## config.mk

```make
export PLATFORM = sky130hd
export DESIGN_NAME = deep_sleep_periph_clock_gate
export DESIGN_NICKNAME = d
export VERILOG_FILES = /design/src/common/clk_gate_pkg.sv /design/src/periph_access_guard.sv /design/src/deep_sleep_periph_clock_gate.sv
export SDC_FILE = /design/constraint.sdc
export NUM_CORES = 1
export LEC_CHECK = 0
export BUFFER_PORTS_ARGS = -buffer_cell sky130_fd_sc_hd__buf_4
export CORE_ASPECT_RATIO = 1.4
export CORE_MARGIN = 2
export CORE_UTILIZATION = 50
export DETAILED_ROUTE_END_ITERATION = 12
export GPL_TIMING_DRIVEN = 0
export PLACE_DENSITY = 0.8
export REMOVE_ABC_BUFFERS = 1
export SYNTH_ARGS = -nofsm -noshare
export SYNTH_HDL_FRONTEND = slang
export SYNTH_SLANG_ARGS = --single-unit
```

## constraint.sdc

```tcl
create_clock -name clk_i -period 3.4 [get_ports clk_i]
set_clock_uncertainty 0.15 [all_clocks]
set_input_delay 0.51 -clock clk_i [delete_from_list [all_inputs] [get_ports clk_i]]
set_output_delay 0.51 -clock clk_i [all_outputs]
set_load 0.02 [all_outputs]
```

## src/common/clk_gate_pkg.sv

```systemverilog
// Constants, register map and power-mode encoding of the peripheral clock gate block.
// Assumes a 25 MHz system clock and an APB register bus with 32-bit data.
package clk_gate_pkg;

	localparam int unsigned CLK_HZ = 25000000;
	localparam int unsigned ADDR_W = 12;
	localparam int unsigned DATA_W = 32;
	localparam int unsigned UNIT_W = 32;
	localparam int unsigned IDX_W = 5;
	localparam int unsigned IRQ_W = 2;

	localparam logic [11:0] OFS_RUN_CFG = 12'h060;
	localparam logic [11:0] OFS_RUN_GATE = 12'h104;
	localparam logic [11:0] OFS_SLEEP_GATE = 12'h114;
	localparam logic [11:0] OFS_DEEP_GATE = 12'h124;
	localparam logic [11:0] OFS_IRQ_STATUS = 12'h200;
	localparam logic [11:0] OFS_IRQ_MASK = 12'h204;
	localparam logic [11:0] OFS_FAULT_INFO = 12'h208;
	localparam logic [11:0] OFS_MODE_STATUS = 12'h20C;

	localparam int unsigned COMPARATOR2_GATE_BIT = 26;
	localparam int unsigned COMPARATOR1_GATE_BIT = 25;
	localparam int unsigned COMPARATOR0_GATE_BIT = 24;
	localparam int unsigned TMR_UNIT3_GATE_BIT = 19;
	localparam int unsigned TMR_UNIT2_GATE_BIT = 18;
	localparam int unsigned TMR_UNIT1_GATE_BIT = 17;
	localparam int unsigned TMR_UNIT0_GATE_BIT = 16;
	localparam int unsigned TWO_WIRE_UNIT_GATE_BIT = 12;
	localparam int unsigned SYNC_SERIAL1_GATE_BIT = 5;
	localparam int unsigned SYNC_SERIAL0_GATE_BIT = 4;
	localparam int unsigned ASYNC_SERIAL2_GATE_BIT = 2;
	localparam int unsigned ASYNC_SERIAL1_GATE_BIT = 1;
	localparam int unsigned ASYNC_SERIAL0_GATE_BIT = 0;

	localparam int unsigned SLEEP_GATING_SELECT_BIT = 27;
	localparam int unsigned IRQ_FAULT_BIT = 0;
	localparam int unsigned IRQ_MODE_BIT = 1;

	localparam logic [31:0] GATE_RESET = 32'h00000000;
	localparam logic [31:0] CFG_RESET = 32'h00000000;
	localparam logic [31:0] ZERO_WORD = 32'h00000000;
	localparam logic [31:0] ONE_WORD = 32'h00000001;
	localparam logic [1:0] IRQ_RESET = 2'h0;
	localparam logic [4:0] IDX_RESET = 5'h00;

	typedef enum logic [2:0] {
		MODE_RUN = 3'b001,
		MODE_SLEEP = 3'b010,
		MODE_DEEP = 3'b100
	} power_mode_t;

endpackage : clk_gate_pkg

```

## src/periph_access_guard.sv

```systemverilog
// Access guard that answers a bus fault for any access to an unclocked peripheral unit.
// Assumes one-cycle access strobes from the peripheral bus decoder, on the same clock.
`timescale 1ns/1ps
`default_nettype none
module periph_access_guard (
	input wire logic clk_i,
	input wire logic rst_n_i,
	input wire logic [clk_gate_pkg::UNIT_W-1:0] clk_en_i,
	input wire logic [clk_gate_pkg::UNIT_W-1:0] periph_req_i,
	output logic fault_o,
	output logic [clk_gate_pkg::IDX_W-1:0] fault_unit_o
);

	logic [clk_gate_pkg::UNIT_W-1:0] blocked;
	logic [clk_gate_pkg::IDX_W-1:0] hit_idx;
	logic fault_d;

	assign blocked = periph_req_i & ~clk_en_i;
	assign fault_d = |blocked;

	// The lowest blocked unit is reported when several are hit at once.
	always_comb begin
		hit_idx = clk_gate_pkg::IDX_RESET;
		for (int i = clk_gate_pkg::UNIT_W - 1; i >= 0; i--) begin
			if (blocked[i]) begin
				hit_idx = i[clk_gate_pkg::IDX_W-1:0];
			end
		end
	end

	always_ff @(posedge clk_i) begin
		if (!rst_n_i) begin
			fault_o <= 1'b0;
			fault_unit_o <= clk_gate_pkg::IDX_RESET;
		end else begin
			fault_o <= fault_d;
			if (fault_d) begin
				fault_unit_o <= hit_idx;
			end
		end
	end
endmodule : periph_access_guard
`default_nettype wire

```

## src/deep_sleep_periph_clock_gate.sv

```systemverilog
// Peripheral clock gating with run, sleep and deep-sleep gate registers behind APB.
// Assumes mode requests and peripheral access strobes come from logic on clk_i.
`timescale 1ns/1ps
`default_nettype none
module deep_sleep_periph_clock_gate (
	input wire logic clk_i,
	input wire logic rst_n_i,
	input wire logic psel_i,
	input wire logic penable_i,
	input wire logic pwrite_i,
	input wire logic [clk_gate_pkg::ADDR_W-1:0] paddr_i,
	input wire logic [clk_gate_pkg::DATA_W-1:0] pwdata_i,
	output logic [clk_gate_pkg::DATA_W-1:0] prdata_o,
	output logic pready_o,
	output logic pslverr_o,
	input wire logic sleep_i,
	input wire logic deep_sleep_i,
	input wire logic [clk_gate_pkg::UNIT_W-1:0] periph_req_i,
	output logic [clk_gate_pkg::UNIT_W-1:0] unit_clk_en_o,
	output logic periph_fault_o,
	output logic [clk_gate_pkg::IDX_W-1:0] fault_unit_o,
	output logic irq_o
);

	// Writable gate bits; every other bit position is reserved.
	localparam logic [31:0] GATE_WR_MASK =
		(clk_gate_pkg::ONE_WORD << clk_gate_pkg::COMPARATOR2_GATE_BIT) |
		(clk_gate_pkg::ONE_WORD << clk_gate_pkg::COMPARATOR1_GATE_BIT) |
		(clk_gate_pkg::ONE_WORD << clk_gate_pkg::COMPARATOR0_GATE_BIT) |
		(clk_gate_pkg::ONE_WORD << clk_gate_pkg::TMR_UNIT3_GATE_BIT) |
		(clk_gate_pkg::ONE_WORD << clk_gate_pkg::TMR_UNIT2_GATE_BIT) |
		(clk_gate_pkg::ONE_WORD << clk_gate_pkg::TMR_UNIT1_GATE_BIT) |
		(clk_gate_pkg::ONE_WORD << clk_gate_pkg::TMR_UNIT0_GATE_BIT) |
		(clk_gate_pkg::ONE_WORD << clk_gate_pkg::TWO_WIRE_UNIT_GATE_BIT) |
		(clk_gate_pkg::ONE_WORD << clk_gate_pkg::SYNC_SERIAL1_GATE_BIT) |
		(clk_gate_pkg::ONE_WORD << clk_gate_pkg::SYNC_SERIAL0_GATE_BIT) |
		(clk_gate_pkg::ONE_WORD << clk_gate_pkg::ASYNC_SERIAL2_GATE_BIT) |
		(clk_gate_pkg::ONE_WORD << clk_gate_pkg::ASYNC_SERIAL1_GATE_BIT) |
		(clk_gate_pkg::ONE_WORD << clk_gate_pkg::ASYNC_SERIAL0_GATE_BIT);
	localparam logic [31:0] CFG_WR_MASK =
		clk_gate_pkg::ONE_WORD << clk_gate_pkg::SLEEP_GATING_SELECT_BIT;

	// Register state.
	logic [31:0] run_gate_reg_q;
	logic [31:0] sleep_gate_reg_q;
	logic [31:0] deep_sleep_gate_reg_q;
	logic [31:0] run_clock_config_q;
	logic [1:0] irq_status_q;
	logic [1:0] irq_status_d;
	logic [1:0] irq_mask_q;
	logic [31:0] clk_en_q;
	logic [31:0] prdata_q;
	logic pready_q;
	logic pslverr_q;
	logic irq_q;
	clk_gate_pkg::power_mode_t mode_q;
	clk_gate_pkg::power_mode_t mode_d;

	// Bus decode.
	logic setup_phase;
	logic access_wait;
	logic xfer_done;
	logic wr_fire;
	logic hit_run_cfg;
	logic hit_run_gate;
	logic hit_sleep_gate;
	logic hit_deep_gate;
	logic hit_irq_status;
	logic hit_irq_mask;
	logic hit_fault_info;
	logic hit_mode_status;
	logic addr_mapped;
	logic [31:0] rdata_d;
	logic [31:0] gate_wdata;

	// Gating selection.
	logic sleep_gating_select;
	logic use_sleep;
	logic use_deep;
	logic [31:0] eff_en;

	// Events and fault path.
	logic guard_fault;
	logic [clk_gate_pkg::IDX_W-1:0] guard_unit;
	logic mode_change_evt;
	logic [1:0] irq_set;
	logic [1:0] irq_clr;

	// A transfer waits exactly one cycle in the access phase, so read data
	// and the error answer come from flip-flops.
	assign setup_phase = psel_i && !penable_i;
	assign access_wait = psel_i && penable_i && !pready_q;
	assign xfer_done = psel_i && penable_i && pready_q;
	assign wr_fire = xfer_done && pwrite_i && !pslverr_q;

	assign hit_run_cfg = (paddr_i == clk_gate_pkg::OFS_RUN_CFG);
	assign hit_run_gate = (paddr_i == clk_gate_pkg::OFS_RUN_GATE);
	assign hit_sleep_gate = (paddr_i == clk_gate_pkg::OFS_SLEEP_GATE);
	assign hit_deep_gate = (paddr_i == clk_gate_pkg::OFS_DEEP_GATE);
	assign hit_irq_status = (paddr_i == clk_gate_pkg::OFS_IRQ_STATUS);
	assign hit_irq_mask = (paddr_i == clk_gate_pkg::OFS_IRQ_MASK);
	assign hit_fault_info = (paddr_i == clk_gate_pkg::OFS_FAULT_INFO);
	assign hit_mode_status = (paddr_i == clk_gate_pkg::OFS_MODE_STATUS);
	assign addr_mapped = hit_run_cfg || hit_run_gate || hit_sleep_gate || hit_deep_gate ||
		hit_irq_status || hit_irq_mask || hit_fault_info || hit_mode_status;

	// Reserved bits are dropped on write, so they always read back as zero.
	assign gate_wdata = pwdata_i & GATE_WR_MASK;

	assign rdata_d = hit_run_cfg ? run_clock_config_q :
		hit_run_gate ? run_gate_reg_q :
		hit_sleep_gate ? sleep_gate_reg_q :
		hit_deep_gate ? deep_sleep_gate_reg_q :
		hit_irq_status ? {30'h00000000, irq_status_q} :
		hit_irq_mask ? {30'h00000000, irq_mask_q} :
		hit_fault_info ? {27'h0000000, fault_unit_o} :
		hit_mode_status ? {28'h0000000, sleep_gating_select, mode_q} :
		clk_gate_pkg::ZERO_WORD;

	// Power-mode tracker; deep-sleep takes priority over sleep.
	always_comb begin
		mode_d = mode_q;
		case (mode_q)
			clk_gate_pkg::MODE_RUN: begin
				if (deep_sleep_i) begin
					mode_d = clk_gate_pkg::MODE_DEEP;
				end else if (sleep_i) begin
					mode_d = clk_gate_pkg::MODE_SLEEP;
				end
			end
			clk_gate_pkg::MODE_SLEEP: begin
				if (deep_sleep_i) begin
					mode_d = clk_gate_pkg::MODE_DEEP;
				end else if (!sleep_i) begin
					mode_d = clk_gate_pkg::MODE_RUN;
				end
			end
			clk_gate_pkg::MODE_DEEP: begin
				if (!deep_sleep_i) begin
					mode_d = sleep_i ? clk_gate_pkg::MODE_SLEEP : clk_gate_pkg::MODE_RUN;
				end
			end
			default: begin
				mode_d = clk_gate_pkg::MODE_RUN;
			end
		endcase
	end

	// Sleep registers steer the enables only under the select bit.
	assign sleep_gating_select = run_clock_config_q[clk_gate_pkg::SLEEP_GATING_SELECT_BIT];
	assign use_deep = sleep_gating_select && (mode_q == clk_gate_pkg::MODE_DEEP);
	assign use_sleep = sleep_gating_select && (mode_q == clk_gate_pkg::MODE_SLEEP);
	assign eff_en = use_deep ? deep_sleep_gate_reg_q :
		use_sleep ? sleep_gate_reg_q :
		run_gate_reg_q;

	assign mode_change_evt = (eff_en != clk_en_q);
	assign irq_set = {mode_change_evt, guard_fault};
	assign irq_clr = (wr_fire && hit_irq_status) ? pwdata_i[1:0] : clk_gate_pkg::IRQ_RESET;
	// A new event in the clearing cycle survives the clear.
	assign irq_status_d = (irq_status_q & ~irq_clr) | irq_set;

	always_ff @(posedge clk_i) begin
		if (!rst_n_i) begin
			pready_q <= 1'b0;
			pslverr_q <= 1'b0;
			prdata_q <= clk_gate_pkg::ZERO_WORD;
		end else begin
			pready_q <= access_wait;
			if (setup_phase) begin
				pslverr_q <= !addr_mapped;
				prdata_q <= pwrite_i ? clk_gate_pkg::ZERO_WORD : rdata_d;
			end
		end
	end

	always_ff @(posedge clk_i) begin
		if (!rst_n_i) begin
			run_gate_reg_q <= clk_gate_pkg::GATE_RESET;
			sleep_gate_reg_q <= clk_gate_pkg::GATE_RESET;
			deep_sleep_gate_reg_q <= clk_gate_pkg::GATE_RESET;
			run_clock_config_q <= clk_gate_pkg::CFG_RESET;
			irq_mask_q <= clk_gate_pkg::IRQ_RESET;
		end else if (wr_fire) begin
			if (hit_run_gate) begin
				run_gate_reg_q <= gate_wdata;
			end
			if (hit_sleep_gate) begin
				sleep_gate_reg_q <= gate_wdata;
			end
			if (hit_deep_gate) begin
				deep_sleep_gate_reg_q <= gate_wdata;
			end
			if (hit_run_cfg) begin
				run_clock_config_q <= pwdata_i & CFG_WR_MASK;
			end
			if (hit_irq_mask) begin
				irq_mask_q <= pwdata_i[1:0];
			end
		end
	end

	always_ff @(posedge clk_i) begin
		if (!rst_n_i) begin
			mode_q <= clk_gate_pkg::MODE_RUN;
			clk_en_q <= clk_gate_pkg::GATE_RESET;
			irq_status_q <= clk_gate_pkg::IRQ_RESET;
			irq_q <= 1'b0;
		end else begin
			mode_q <= mode_d;
			clk_en_q <= eff_en;
			irq_status_q <= irq_status_d;
			irq_q <= |(irq_status_d & irq_mask_q);
		end
	end

	periph_access_guard u_guard (
		.clk_i(clk_i),
		.rst_n_i(rst_n_i),
		.clk_en_i(clk_en_q),
		.periph_req_i(periph_req_i),
		.fault_o(guard_fault),
		.fault_unit_o(guard_unit)
	);

	assign prdata_o = prdata_q;
	assign pready_o = pready_q;
	assign pslverr_o = pslverr_q;
	assign unit_clk_en_o = clk_en_q;
	assign periph_fault_o = guard_fault;
	assign fault_unit_o = guard_unit;
	assign irq_o = irq_q;
endmodule : deep_sleep_periph_clock_gate
`default_nettype wire

```

# [Yosys cells after proc, flatten, opt, wreduce, memory -nomap -nowiden]
# Cells that the tools add are included.
# Widths: inputs -> output; s select.
[op_classes] n_eq_ne=15 muxes=51 bitwise=6 n_reduce_logical=28
[ops] operator="$mux 5" n=35
[ops] operator="$mux 27" n=5
[ops] operator="$mux 28" n=2
[ops] operator="$eq 12x10->1 const B" n=4
[ops] operator="$eq 12x9->1 const B" n=3
[ops] operator="$and 32x32->32" n=1
[ops] operator="$ne 27x32->1" n=1
[ops] operator="$not 32->32" n=1
[ops] operator="$reduce_or 32->1" n=1
[ops] operator="$mux 3" n=5
[ops] operator="$eq 12x7->1 const B" n=1
[ops] operator="$reduce_and 2->1" n=5
[ops] operator="$logic_and 1x1->1" n=9
[ops] operator="$pmux 3 s3" n=1
[ops] operator="$logic_or 1x1->1" n=7
[ops] operator="$ne 3x3->1 const B" n=2
[ops] operator="$and 2x2->2" n=2
[ops] operator="$logic_not 1->1" n=4
[ops] operator="$mux 2" n=2
[ops] operator="$mux 4" n=1
[ops] operator="$eq 3x1->1 const B" n=1
[ops] operator="$eq 3x2->1 const B" n=1
[ops] operator="$eq 3x3->1 const B" n=1
[ops] operator="$reduce_and 3->1" n=1
[ops] operator="other kinds (4)" n=4
[word_totals] regBits=120 inputBits=83 output_inout_bits=73 wordCells=114

# [Longest topological paths before layout]
# Gate-level depths: netlist of the first run.
[logic_depth] word_depth=34 ltp_mapped=9 ltp_nobuf=7

# [By module]
# Synthesis of the first run repeated with hierarchy kept, for this count alone.
[hier_totals] hier_cells=602 hier_area_um2=4981.0
[by_module_without_submodules] module="deep_sleep_periph_clock_gate" instances=1 cells_each=483 area_each_um2=4117.7 seq_area_each_um2=1561.5
[by_module_without_submodules] module="periph_access_guard" instances=1 cells_each=119 area_each_um2=863.3 seq_area_each_um2=120.1

# [Worst setup path before layout of the first run]
# No wires, ideal clock.
[synth_timing] path_kind="in2reg" startpoint="in paddr_i[2] (netlist bit)" endpoint="reg sleep_gate_reg_q[12]" setup_time_ns=0.132 t_arrival_ns=2.244 required_ns=3.118 path_slack_ns=0.874 cell_stages=9 path_buffers=3 cell_sequence="buf_4 > or4b_4 > nor4b_4 > and2_1 > buf_4 > nand2_1 > buf_2 > nand2_1 > a21oi_1"
[synth_between] elab_chain_len=2
[synth_rtl] item="start: declaration" line_no="deep_sleep_periph_clock_gate.sv:11" source="input wire logic [clk_gate_pkg::ADDR_W-1:0] paddr_i,"
[synth_rtl] item="$eq 12x9->1" line_no="deep_sleep_periph_clock_gate.sv:98" source="assign hit_sleep_gate = (paddr_i == clk_gate_pkg::OFS_SLEEP_GATE);"
[synth_rtl] item="$reduce_and 2->1 (no source line)"
[synth_rtl] item="end signal: assignment" line_no="deep_sleep_periph_clock_gate.sv:180" source="sleep_gate_reg_q <= clk_gate_pkg::GATE_RESET;"
[synth_rtl] item="end signal: assignment" line_no="deep_sleep_periph_clock_gate.sv:189" source="sleep_gate_reg_q <= gate_wdata;"
[synth_rtl] item="end: declaration" line_no="deep_sleep_periph_clock_gate.sv:45" source="logic [31:0] sleep_gate_reg_q;"
# No other way between the ends.
# A chain may end at the register's enable or synchronous reset.

# [Worst setup path after layout of the first run]
[layout_timing] startpoint="in paddr_i[9] (netlist bit)" endpoint="reg deep_sleep_gate_reg_q[24]"
[layout_between] elab_chain_len=2
[layout_rtl] item="$eq 12x9->1" line_no="deep_sleep_periph_clock_gate.sv:99" source="assign hit_deep_gate = (paddr_i == clk_gate_pkg::OFS_DEEP_GATE);"
[layout_rtl] item="$reduce_and 2->1 (no source line)"
[layout_rtl] item="end signal: assignment" line_no="deep_sleep_periph_clock_gate.sv:181" source="deep_sleep_gate_reg_q <= clk_gate_pkg::GATE_RESET;"
[layout_rtl] item="end signal: assignment" line_no="deep_sleep_periph_clock_gate.sv:192" source="deep_sleep_gate_reg_q <= gate_wdata;"
[layout_rtl] item="end: declaration" line_no="deep_sleep_periph_clock_gate.sv:46" source="logic [31:0] deep_sleep_gate_reg_q;"
# No other way between the ends.

==> impl_metrics.yaml, run 1 <==
clocking:
  cts_max_level: 3
  clkLatencyLatePin_ps: 340
  cts_sinks: 84
  cts_buffer_depth: 2
  cts_tree: "done"
  cts_hold_buf: 0
  post_cts_buffers: 0
  clk_pin_slew_ps: 60
  cts-root-buf: "clkbuf_16"
  cts_buffers: 9
power_and_ir_drop:
  swShare_pct: 23.82
  leakage_nw: 2.109
  comb_power_share_pct: 9.3
  power_frac_clock_pct: 44.7
  switchingPower_mw: 0.5185
  p_seq_share_pct: 46.0
  power_mw: 2.176
  intPower_mw: 1.658
  power_density_nw_per_um2: 402.8
  ir_worst_vdd_v: 0.0003460
yosys:
  synth_seq_cells: 84
  async_flop_share_pct: 0
  synth_area_sq_um: 4437
  synth.avg_cell_area_sq_um: 7.895
  ys.flop_type: "dfxtp_1"
  syn_inst: 562
  yosysWarnings: 0
  synth_edf_count: 0
  synth-seq-area-share_pct: 37.90
  yosysUniqueCellTypes: 53
place:
  gp_congestion: 0.8746
  dp_hpwl_um: 9137
  placed_cells: 742
  port_buffers: 101
  dpl_cell_area_sq_um: 5099
global_route:
  antenna_found_initial: 0
  grt_pass1_wl_um: 19780
  grt_max_degree: 70
  grt_pass1_vias: 4220
  grt-ovfl-total: 0
  grt_usage_pct: 25.59
job:
  maxCapViolations: 0
die:
  die-area_sq_um: 9653
  core_sq_um: 8608
  dieHeight_um: 115.5
  initial_core_util_pct: 51.54
  ios: 156
  rows: 40
  die_w_um: 83.61
timing:
  setup_viol: 0
  hold_viol_final: 0
  maxSlewViolCount: 0
  fmax_mhz: 317.9
  tightest_slew_ps: 911.4
  rsz0062_at_grt: "no"
  setup_tns_ps: 0
  min_period_ps: 3146
  timing.slew.headroom_pct: 39.24
  period_share_pct: 92.52
route:
  wl_um: 12450
  vias_per_cell: 5.689
  drt_iter0_markers: 380
  via_count: 4312
  dr.pass1.iters: 8
  avgRoutedWirePerCell_um: 16.42
  ant_nets: 0
  drc: 0
layout:
  seq_area_sq_um: 1682
  fill_cells: 766
  finalCoreUtilization_pct: 62.76
  fin_nets: 731
  multi_input_area_sq_um: 2467
  layout.cells.non_filler: 758
  area_growth_pct: 21.77
  fin_area_sq_um: 5403
  insertedDiodeCount: 0
  layout-drive-gt1-share_pct: 21.13
setup_path:
  end_kind: "flip-flop"
  cp-start-kind: "input pin"
  crit_arrival_ps: 3180
  cp.required_ps: 3430
  ff2ff_path_depth: 8
  worst-setup-path-type: "input pin to flip-flop"
  cp_max_fo: 14
hold_path:
  min_path_cells: 2
  hold_class: "input pin to flip-flop"
status:
  status: "completed"
## cell usage after synthesis, types with 7 or more instances
cell type   n  share of area [%]
dfxtp_1    84                 38
nand2_1    99                8.4
inv_1       9               0.76
nor2_1     46                3.9
xor2_1      9                1.8
nor4_1      7               0.99
mux2_2      7                1.8
nor3_1     15                1.7
buf_4      41                6.9
and2_1     11                1.6
o22ai_1     7               0.99
nand2b_1   13                1.8
clkbuf_1   14                1.2
o21ai_0    21                2.4
nand3_1    20                2.3
mux2i_1    13                2.9
a21oi_1    71                8.0
a222oi_1    7                1.6
## sequential cells by signal, indices dropped and copies added (netlist names)
name,cells
prdata_o,15
irq_status_q,2
pslverr_o,1
mode_q,3
pready_o,1
sleep_gate_reg_q,13
run_gate_reg_q,13
unit_clk_en_o,13
irq_o,1
u_guard.fault_unit_o,5
u_guard.fault_o,1
irq_mask_q,2
deep_sleep_gate_reg_q,13
run_clock_config_q,1
## placed cells by master, fill, tap and decap left out, types with 3 or more instances in the layout
cell       count
conb_1        36
nor4_1         7
nor2_1        46
xnor2_1        5
mux2i_1       13
a222oi_1       7
nand2b_1      13
nor3_1        15
dfxtp_1       84
o211ai_1       4
nor2b_1        6
nand2_1       99
and2_1        10
buf_4        101
nor4b_1        3
clkinv_2       3
o21ai_0       21
clkbuf_16      9
a21oi_1       71
nand4_1        3
inv_1          9
nand3_1       20
mux2_2         7
xor2_1         9
o22ai_1        7
## power by group through the flow
stage	clock network [mW]	logic (mW)	registers [mW]
floorplan	0	0.0914	1.02
global placement	0	0.193	1.02
detailed placement	0	0.198	1.02
CTS	0.979	0.199	1.00
global route	1.02	0.217	1.00
finish	0.974	0.201	1.00
## cells by family (layout without fill, tap and decap cells)
group	Yosys count	in the layout	synth area share, %
other cells	1	36	0.08452
mux	22	22	5.725
xor+xnor	14	14	2.764
simple gates	242	242	26.82
buf+inv	73	129	10.15
compound gates	126	126	16.55
flops	84	84	37.90
## worst paths after layout
path,to,from,slack (ps)
max,deep_sleep_gate_reg_q[24]$_SDFFE_PN0P_,paddr_i[9],250
min,mode_q[1]$_SDFFE_PN0P_,deep_sleep_i,200
max reg2reg,irq_o$_SDFF_PN0_,mode_q[1]$_SDFFE_PN0P_,510
min reg2reg,pready_o$_SDFF_PN0_,pready_o$_SDFF_PN0_,300
## through the flow
stage	setup WS (ps)	hold slack, ps
finish	254.3	197.0
global route	114.9	197.0
CTS	74.80	194.5
detailed placement	-277.0	284.7
global placement	-1788	275.4
floorplan	-197.6	295.4
## critical path, cell delays in order
cell and delay [ps]:
buf_4 120, or4b_1 590, or2_4 300, nor4b_4 790, nand2_1 580, nand2_1 210
a21oi_1 80
## metal layers
metal	up-vias	wire length [um]	global-route usage (%)
li1	2063	-	-
met1	1987	4554	27.05
met2	226	6557	48.59
met3	36	903	3.989
met4	0	434	13.76
met5	-	0	0
## cell type report
class                           instances  share of cell area, %
Clock buffer                           10                  4.423
Clock inverter                          6                  1.181
Inverter                               10                 0.7179
Multi-Input combinational cell        440                  45.67
Sequential cell                        84                  31.13
Tap cell                              105                  2.432
Timing Repair Buffer                  103                  14.45
## timing repair
action                     CTS  global route
resized for setup            0             1
hold endpoints to repair     0             0
setup endpoints to repair    0            13
No activity file was read; power rests on OpenSTA's default activity.
==> inputs of run 2 (changes only) <==
- CORE_UTILIZATION: 50 -> 45
- clock period: 3.4 -> 3.85 ns (I/O delays scaled with it)
==> impl_metrics.yaml, run 2 (synthesis results as in run 1) <==
global_route:
  grt_use_met3_pct: 4.694
  grt_pass1_vias: 4064
  grt_max_degree: 70
  antenna_found_initial: 0
  use_met2_pct: 43.42
  grt_pass1_wl_um: 19440
  grt.busiest_layer: "met2"
  grt-ovfl-total: 0
  use_met1_pct: 25.57
  grt_usage_pct: 23.48
clocking:
  cts_tree: "done"
  cts_buffer_depth: 2
  post_cts_buffers: 0
  cts_hold_buf: 0
  cts_buffers: 9
  cts_resized: 0
  cts-root-buf: "clkbuf_16"
  clk_pin_slew_ps: 60
  cts_max_level: 3
  clkLatencyLatePin_ps: 340
  cts_sinks: 84
layout:
  largest_reg_flops: 15
  layout.cells.non_filler: 785
  layout_common_cells: "buf_4, nand2_1, dfxtp_1, a21oi_1, nor2_1"
  finalCoreUtilization_pct: 56.92
  final_common_cell: "buf_4"
  layout-drive-gt1-share_pct: 20.67
  fill_cells: 891
  area_growth_pct: 22.02
  insertedDiodeCount: 0
  fin_nets: 731
timing:
  setup_viol: 0
  fmax_mhz: 289.7
  rsz0062_at_grt: "no"
  hold_viol_final: 0
  timing.slew.headroom_pct: 40.70
  tightest_slew_ps: 888.4
  hold_ws_ps: 273.6
  period_share_pct: 89.66
  setup_tns_ps: 0
  maxSlewViolCount: 0
  min_period_ps: 3452
  setup_ws_ps: 398.0
power_and_ir_drop:
  power_frac_clock_pct: 43.2
  power_density_nw_per_um2: 345.3
  swShare_pct: 24.13
  comb_power_share_pct: 9.6
  switchingPower_mw: 0.4512
  ir_worst_vdd_v: 0.0002033
  intPower_mw: 1.418
  p_seq_share_pct: 47.3
  leakage_nw: 2.100
route:
  drt_iter0_markers: 258
  dr.pass1.iters: 6
  wl_um: 12410
  drc: 0
  via_count: 4260
  avgRoutedWirePerCell_um: 15.81
  ant_nets: 0
  vias_per_cell: 5.427
die:
  ios: 156
  initial_core_util_pct: 46.65
  dieHeight_um: 121.5
  core_sq_um: 9512
  die_w_um: 87.92
  die-area_sq_um: 10680
  rows: 42
setup_path:
  cp.required_ps: 3880
  path_buf_inv: 1
  crit_arrival_ps: 3480
  path_cells: "buf_4, or4b_1, nor4b_4, and2_1, nand2_1, nand2_1, a21oi_1"
  worst_r2r_startpoint: "mode_q[1]$_SDFFE_PN0P_"
  worst-setup-path-type: "input pin to flip-flop"
  cp_max_fo: 19
  cpMaxStageDelayCell: "and2_1"
  end_kind: "flip-flop"
  crit_path_start: "paddr_i[9]"
  cpPeakStageDelay_ps: 750
  cp-start-kind: "input pin"
  path_delay_family: "simple AND/OR/NAND/NOR gates"
  crit_top_cell: "nand2_1"
job:
  maxCapViolations: 0
place:
  placed_cells: 769
  port_buffers: 101
  dp_hpwl_um: 9288
  dp_slack_ps: 76.84
  gp_congestion: 0.9193
status:
  status: "completed"
hold_path:
  min_from: "deep_sleep_i"
  hold_class: "input pin to flip-flop"
## run 2: final timing paths
check	endpoint	slack, ps	cells past startpoint
setup / recovery	sleep_gate_reg_q[0]$_SDFFE_PN0P_	400	7
hold reg to reg	pready_o$_SDFF_PN0_	300	1
hold / removal	mode_q[1]$_SDFFE_PN0P_	270	2
setup reg to reg	irq_o$_SDFF_PN0_	1070	8
## run 2: worst register-to-register path, cell delays in order (launching register included)
cell and delay (ps):
dfxtp_1 450, nor4bb_4 460, buf_6 250, mux2_2 360
mux2i_1 230, xnor2_1 120, nor4_1 250, and4_1 270
a211oi_1 80
## run 2: metrics by stage
step                area, sq um  power, mW
global route               5414      1.926
global placement           5079      1.073
finish                     5414      1.870
floorplan                  4155     0.9832
CTS                        5414      1.874
detailed placement         5132      1.080
## run 2: power groups by stage
stage	registers (mW)	logic [mW]	clock network (mW)
floorplan	0.902	0.0807	0
global placement	0.901	0.172	0
detailed placement	0.903	0.177	0
CTS	0.884	0.178	0.812
global route	0.885	0.195	0.846
finish	0.884	0.179	0.807
## run 2: final cells by class
| cell class | count | area [sq um] | area share [%] |
|---|---|---|---|
| sequential | 84 | 1682 | 31.06 |
| multi-input combinational | 440 | 2466 | 45.55 |
| tap | 132 | 165.2 | 3.051 |
| timing repair buffer | 103 | 780.7 | 14.42 |
| clock buffer | 13 | 260.3 | 4.807 |
| clock inverter | 3 | 21.27 | 0.3929 |
| inverter | 10 | 38.79 | 0.7164 |
## run 2: layer usage
layer	up-vias	wire [um]
li1	2070	-
met1	1971	4592
met5	-	0
met3	22	873
met2	197	6703
met4	0	238
==> inputs of run 3 (changes only) <==
- ABC_AREA: unset -> 1
- clock period: 3.85 -> 3.4 ns (I/O delays scaled with it)
==> impl_metrics.yaml, run 3 <==
die:
  ios: 156
  die_w_um: 89.96
  core_sq_um: 10010
  initial_core_util_pct: 46.51
  dieHeight_um: 124.3
  rows: 43
  die-area_sq_um: 11180
yosys:
  synth-seq-area-share_pct: 36.13
  synth_mux_area_share_pct: 0
  yosys.area_share.simple_pct: 26.40
  yosysWarnings: 0
  yosysTopAreaCellShare_pct: 36.13
  synth_compound_area_share_pct: 21.67
  synthAdderAreaFrac_pct: 0
  synth_most_common_cell: "nand2_1"
  synth_xor_area_share_pct: 0.7527
  yosys.area.top_type: "dfxtp_1"
  syn_inst: 655
  synth_top_family_by_area: "simple AND/OR/NAND/NOR gates"
  async_flop_share_pct: 0
  yosysUniqueCellTypes: 48
  synth.avg_cell_area_sq_um: 7.106
  synth_area_sq_um: 4654
  synth_area_leaders: "dfxtp_1, nand2_1, a21oi_1"
  ys.flop_type: "dfxtp_1"
  synth_edf_count: 0
  synth_common_cells: "nand2_1, dfxtp_1, inv_1"
  synth_seq_cells: 84
route:
  wl_um: 12950
  via_count: 4727
  dr.pass1.iters: 5
  drc: 0
  avgRoutedWirePerCell_um: 14.65
  ant_nets: 0
  drt_iter0_markers: 363
  vias_per_cell: 5.347
timing:
  min_period_ps: 2852
  period_share_pct: 83.89
  maxSlewViolCount: 0
  hold_viol_final: 0
  hold_ws_ps: 260.8
  setup_viol: 0
  fmax_mhz: 350.6
  setup_tns_ps: 0
  timing.slew.headroom_pct: 15.88
  tightest_slew_ps: 1252
  rsz0062_at_grt: "no"
clocking:
  clk_pin_slew_ps: 60
  clkLatencyLatePin_ps: 340
  cts_hold_buf: 0
  cts_tree: "done"
  cts_buffer_depth: 2
  post_cts_buffers: 0
  cts-root-buf: "clkbuf_16"
  cts_buffers: 9
  cts_resized: 0
  cts_sinks: 84
  cts_max_level: 3
power_and_ir_drop:
  power_density_nw_per_um2: 376.2
  leakage_nw: 2.512
  ir_worst_vdd_v: 0.0002774
  power_mw: 2.111
layout:
  fin_area_sq_um: 5613
  final_common_cell: "nand2_1"
  layout_common_cells: "nand2_1, buf_4, dfxtp_1, inv_1, nor2_1"
  fill_cells: 953
  seq_area_sq_um: 1682
  largest_reg_flops: 15
  fin_nets: 828
  layout-drive-gt1-share_pct: 21.09
  area_growth_pct: 20.59
  finalCoreUtilization_pct: 56.09
  multi_input_area_sq_um: 2416
  insertedDiodeCount: 0
setup_path:
  cp.required_ps: 3510
  cp_max_fo: 17
  crit_arrival_ps: 2960
  cp-start-kind: "input pin"
  end_kind: "flip-flop"
  worst-setup-path-type: "input pin to flip-flop"
global_route:
  grt-ovfl-total: 0
  grt_usage_pct: 23.38
  grt_pass1_wl_um: 21400
  grt_pass1_vias: 4612
  antenna_found_initial: 0
  grt_max_degree: 56
place:
  dpl_cell_area_sq_um: 5344
  gp_congestion: 0.9162
  port_buffers: 101
  dp_hpwl_um: 9478
job:
  maxCapViolations: 0
status:
  status: "completed"
hold_path:
  hold_class: "input pin to flip-flop"
-- run 3: cell types whose count changed after synthesis, sizes merged, moves of 9 or more --
cell    delta
nand2     +26
o21ai     +27
and2      -12
nand2b    -13
nor2      +27
nand4      +9
inv       +75
a211oi    +16
mux2i     -13
-- run 3: layer usage --
metal  part of all wire, %  wire, um  vias up  GRT usage, %
met1                    38      4882     2186         24.79
met2                    53      6897      199         44.47
met3                   6.5       846       28         4.053
li1                      -         -     2314             -
met5                     0         0        -             0
met4                   2.5       323        0         10.68
-- run 3: path summary, 6_finish.rpt --
path	startpoint	end	slack, ps	depth (start not counted)
max	penable_i	prdata_o[18]$_SDFFE_PN0P_	550	7
max reg2reg	mode_q[2]$_SDFFE_PN0P_	irq_o$_SDFF_PN0_	590	8
min reg2reg	pready_o$_SDFF_PN0_	pready_o$_SDFF_PN0_	300	1
min	deep_sleep_i	mode_q[1]$_SDFFE_PN0P_	260	3
-- run 3: cells by family (layout without fill, tap and decap cells) --
| family | Yosys count | count (layout) |
|---|---|---|
| simple gates | 262 | 262 |
| flops | 84 | 84 |
| other cells | 1 | 36 |
| compound gates | 162 | 162 |
| buf+inv | 142 | 201 |
| xor+xnor | 4 | 4 |
-- run 3: per-stage QoR --
stage / instances / setup WS, ps
global route: 884 / 290.8
detailed placement: 869 / 230.0
floorplan: 633 / 990.8
global placement: 869 / 134.9
CTS: 884 / 558.6
finish: 884 / 547.9
-- run 3: area by class of cell --
cell class | instances | area share (%)
Multi-Input combinational cell | 464 | 43.05
Sequential cell | 84 | 29.96
Timing Repair Buffer | 101 | 13.51
Inverter | 85 | 5.684
Clock buffer | 11 | 4.325
Tap cell | 135 | 3.009
Clock inverter | 4 | 0.4681
-- run 3: worst max-delay path, cell delays in order --
cell and delay (ps):
buf_4 110, nor2_1 180, clkinv_1 550, nor2_1 640, nand2_1 370, or3_1 460, a21oi_1 140
-- run 3: power breakdown --
| part | switching (mW) | leakage, nW | internal [mW] |
|---|---|---|---|
| logic | 0.143 | 1.70 | 0.0792 |
| registers | 0.00598 | 0.678 | 0.991 |
| clock network | 0.383 | 0.131 | 0.509 |
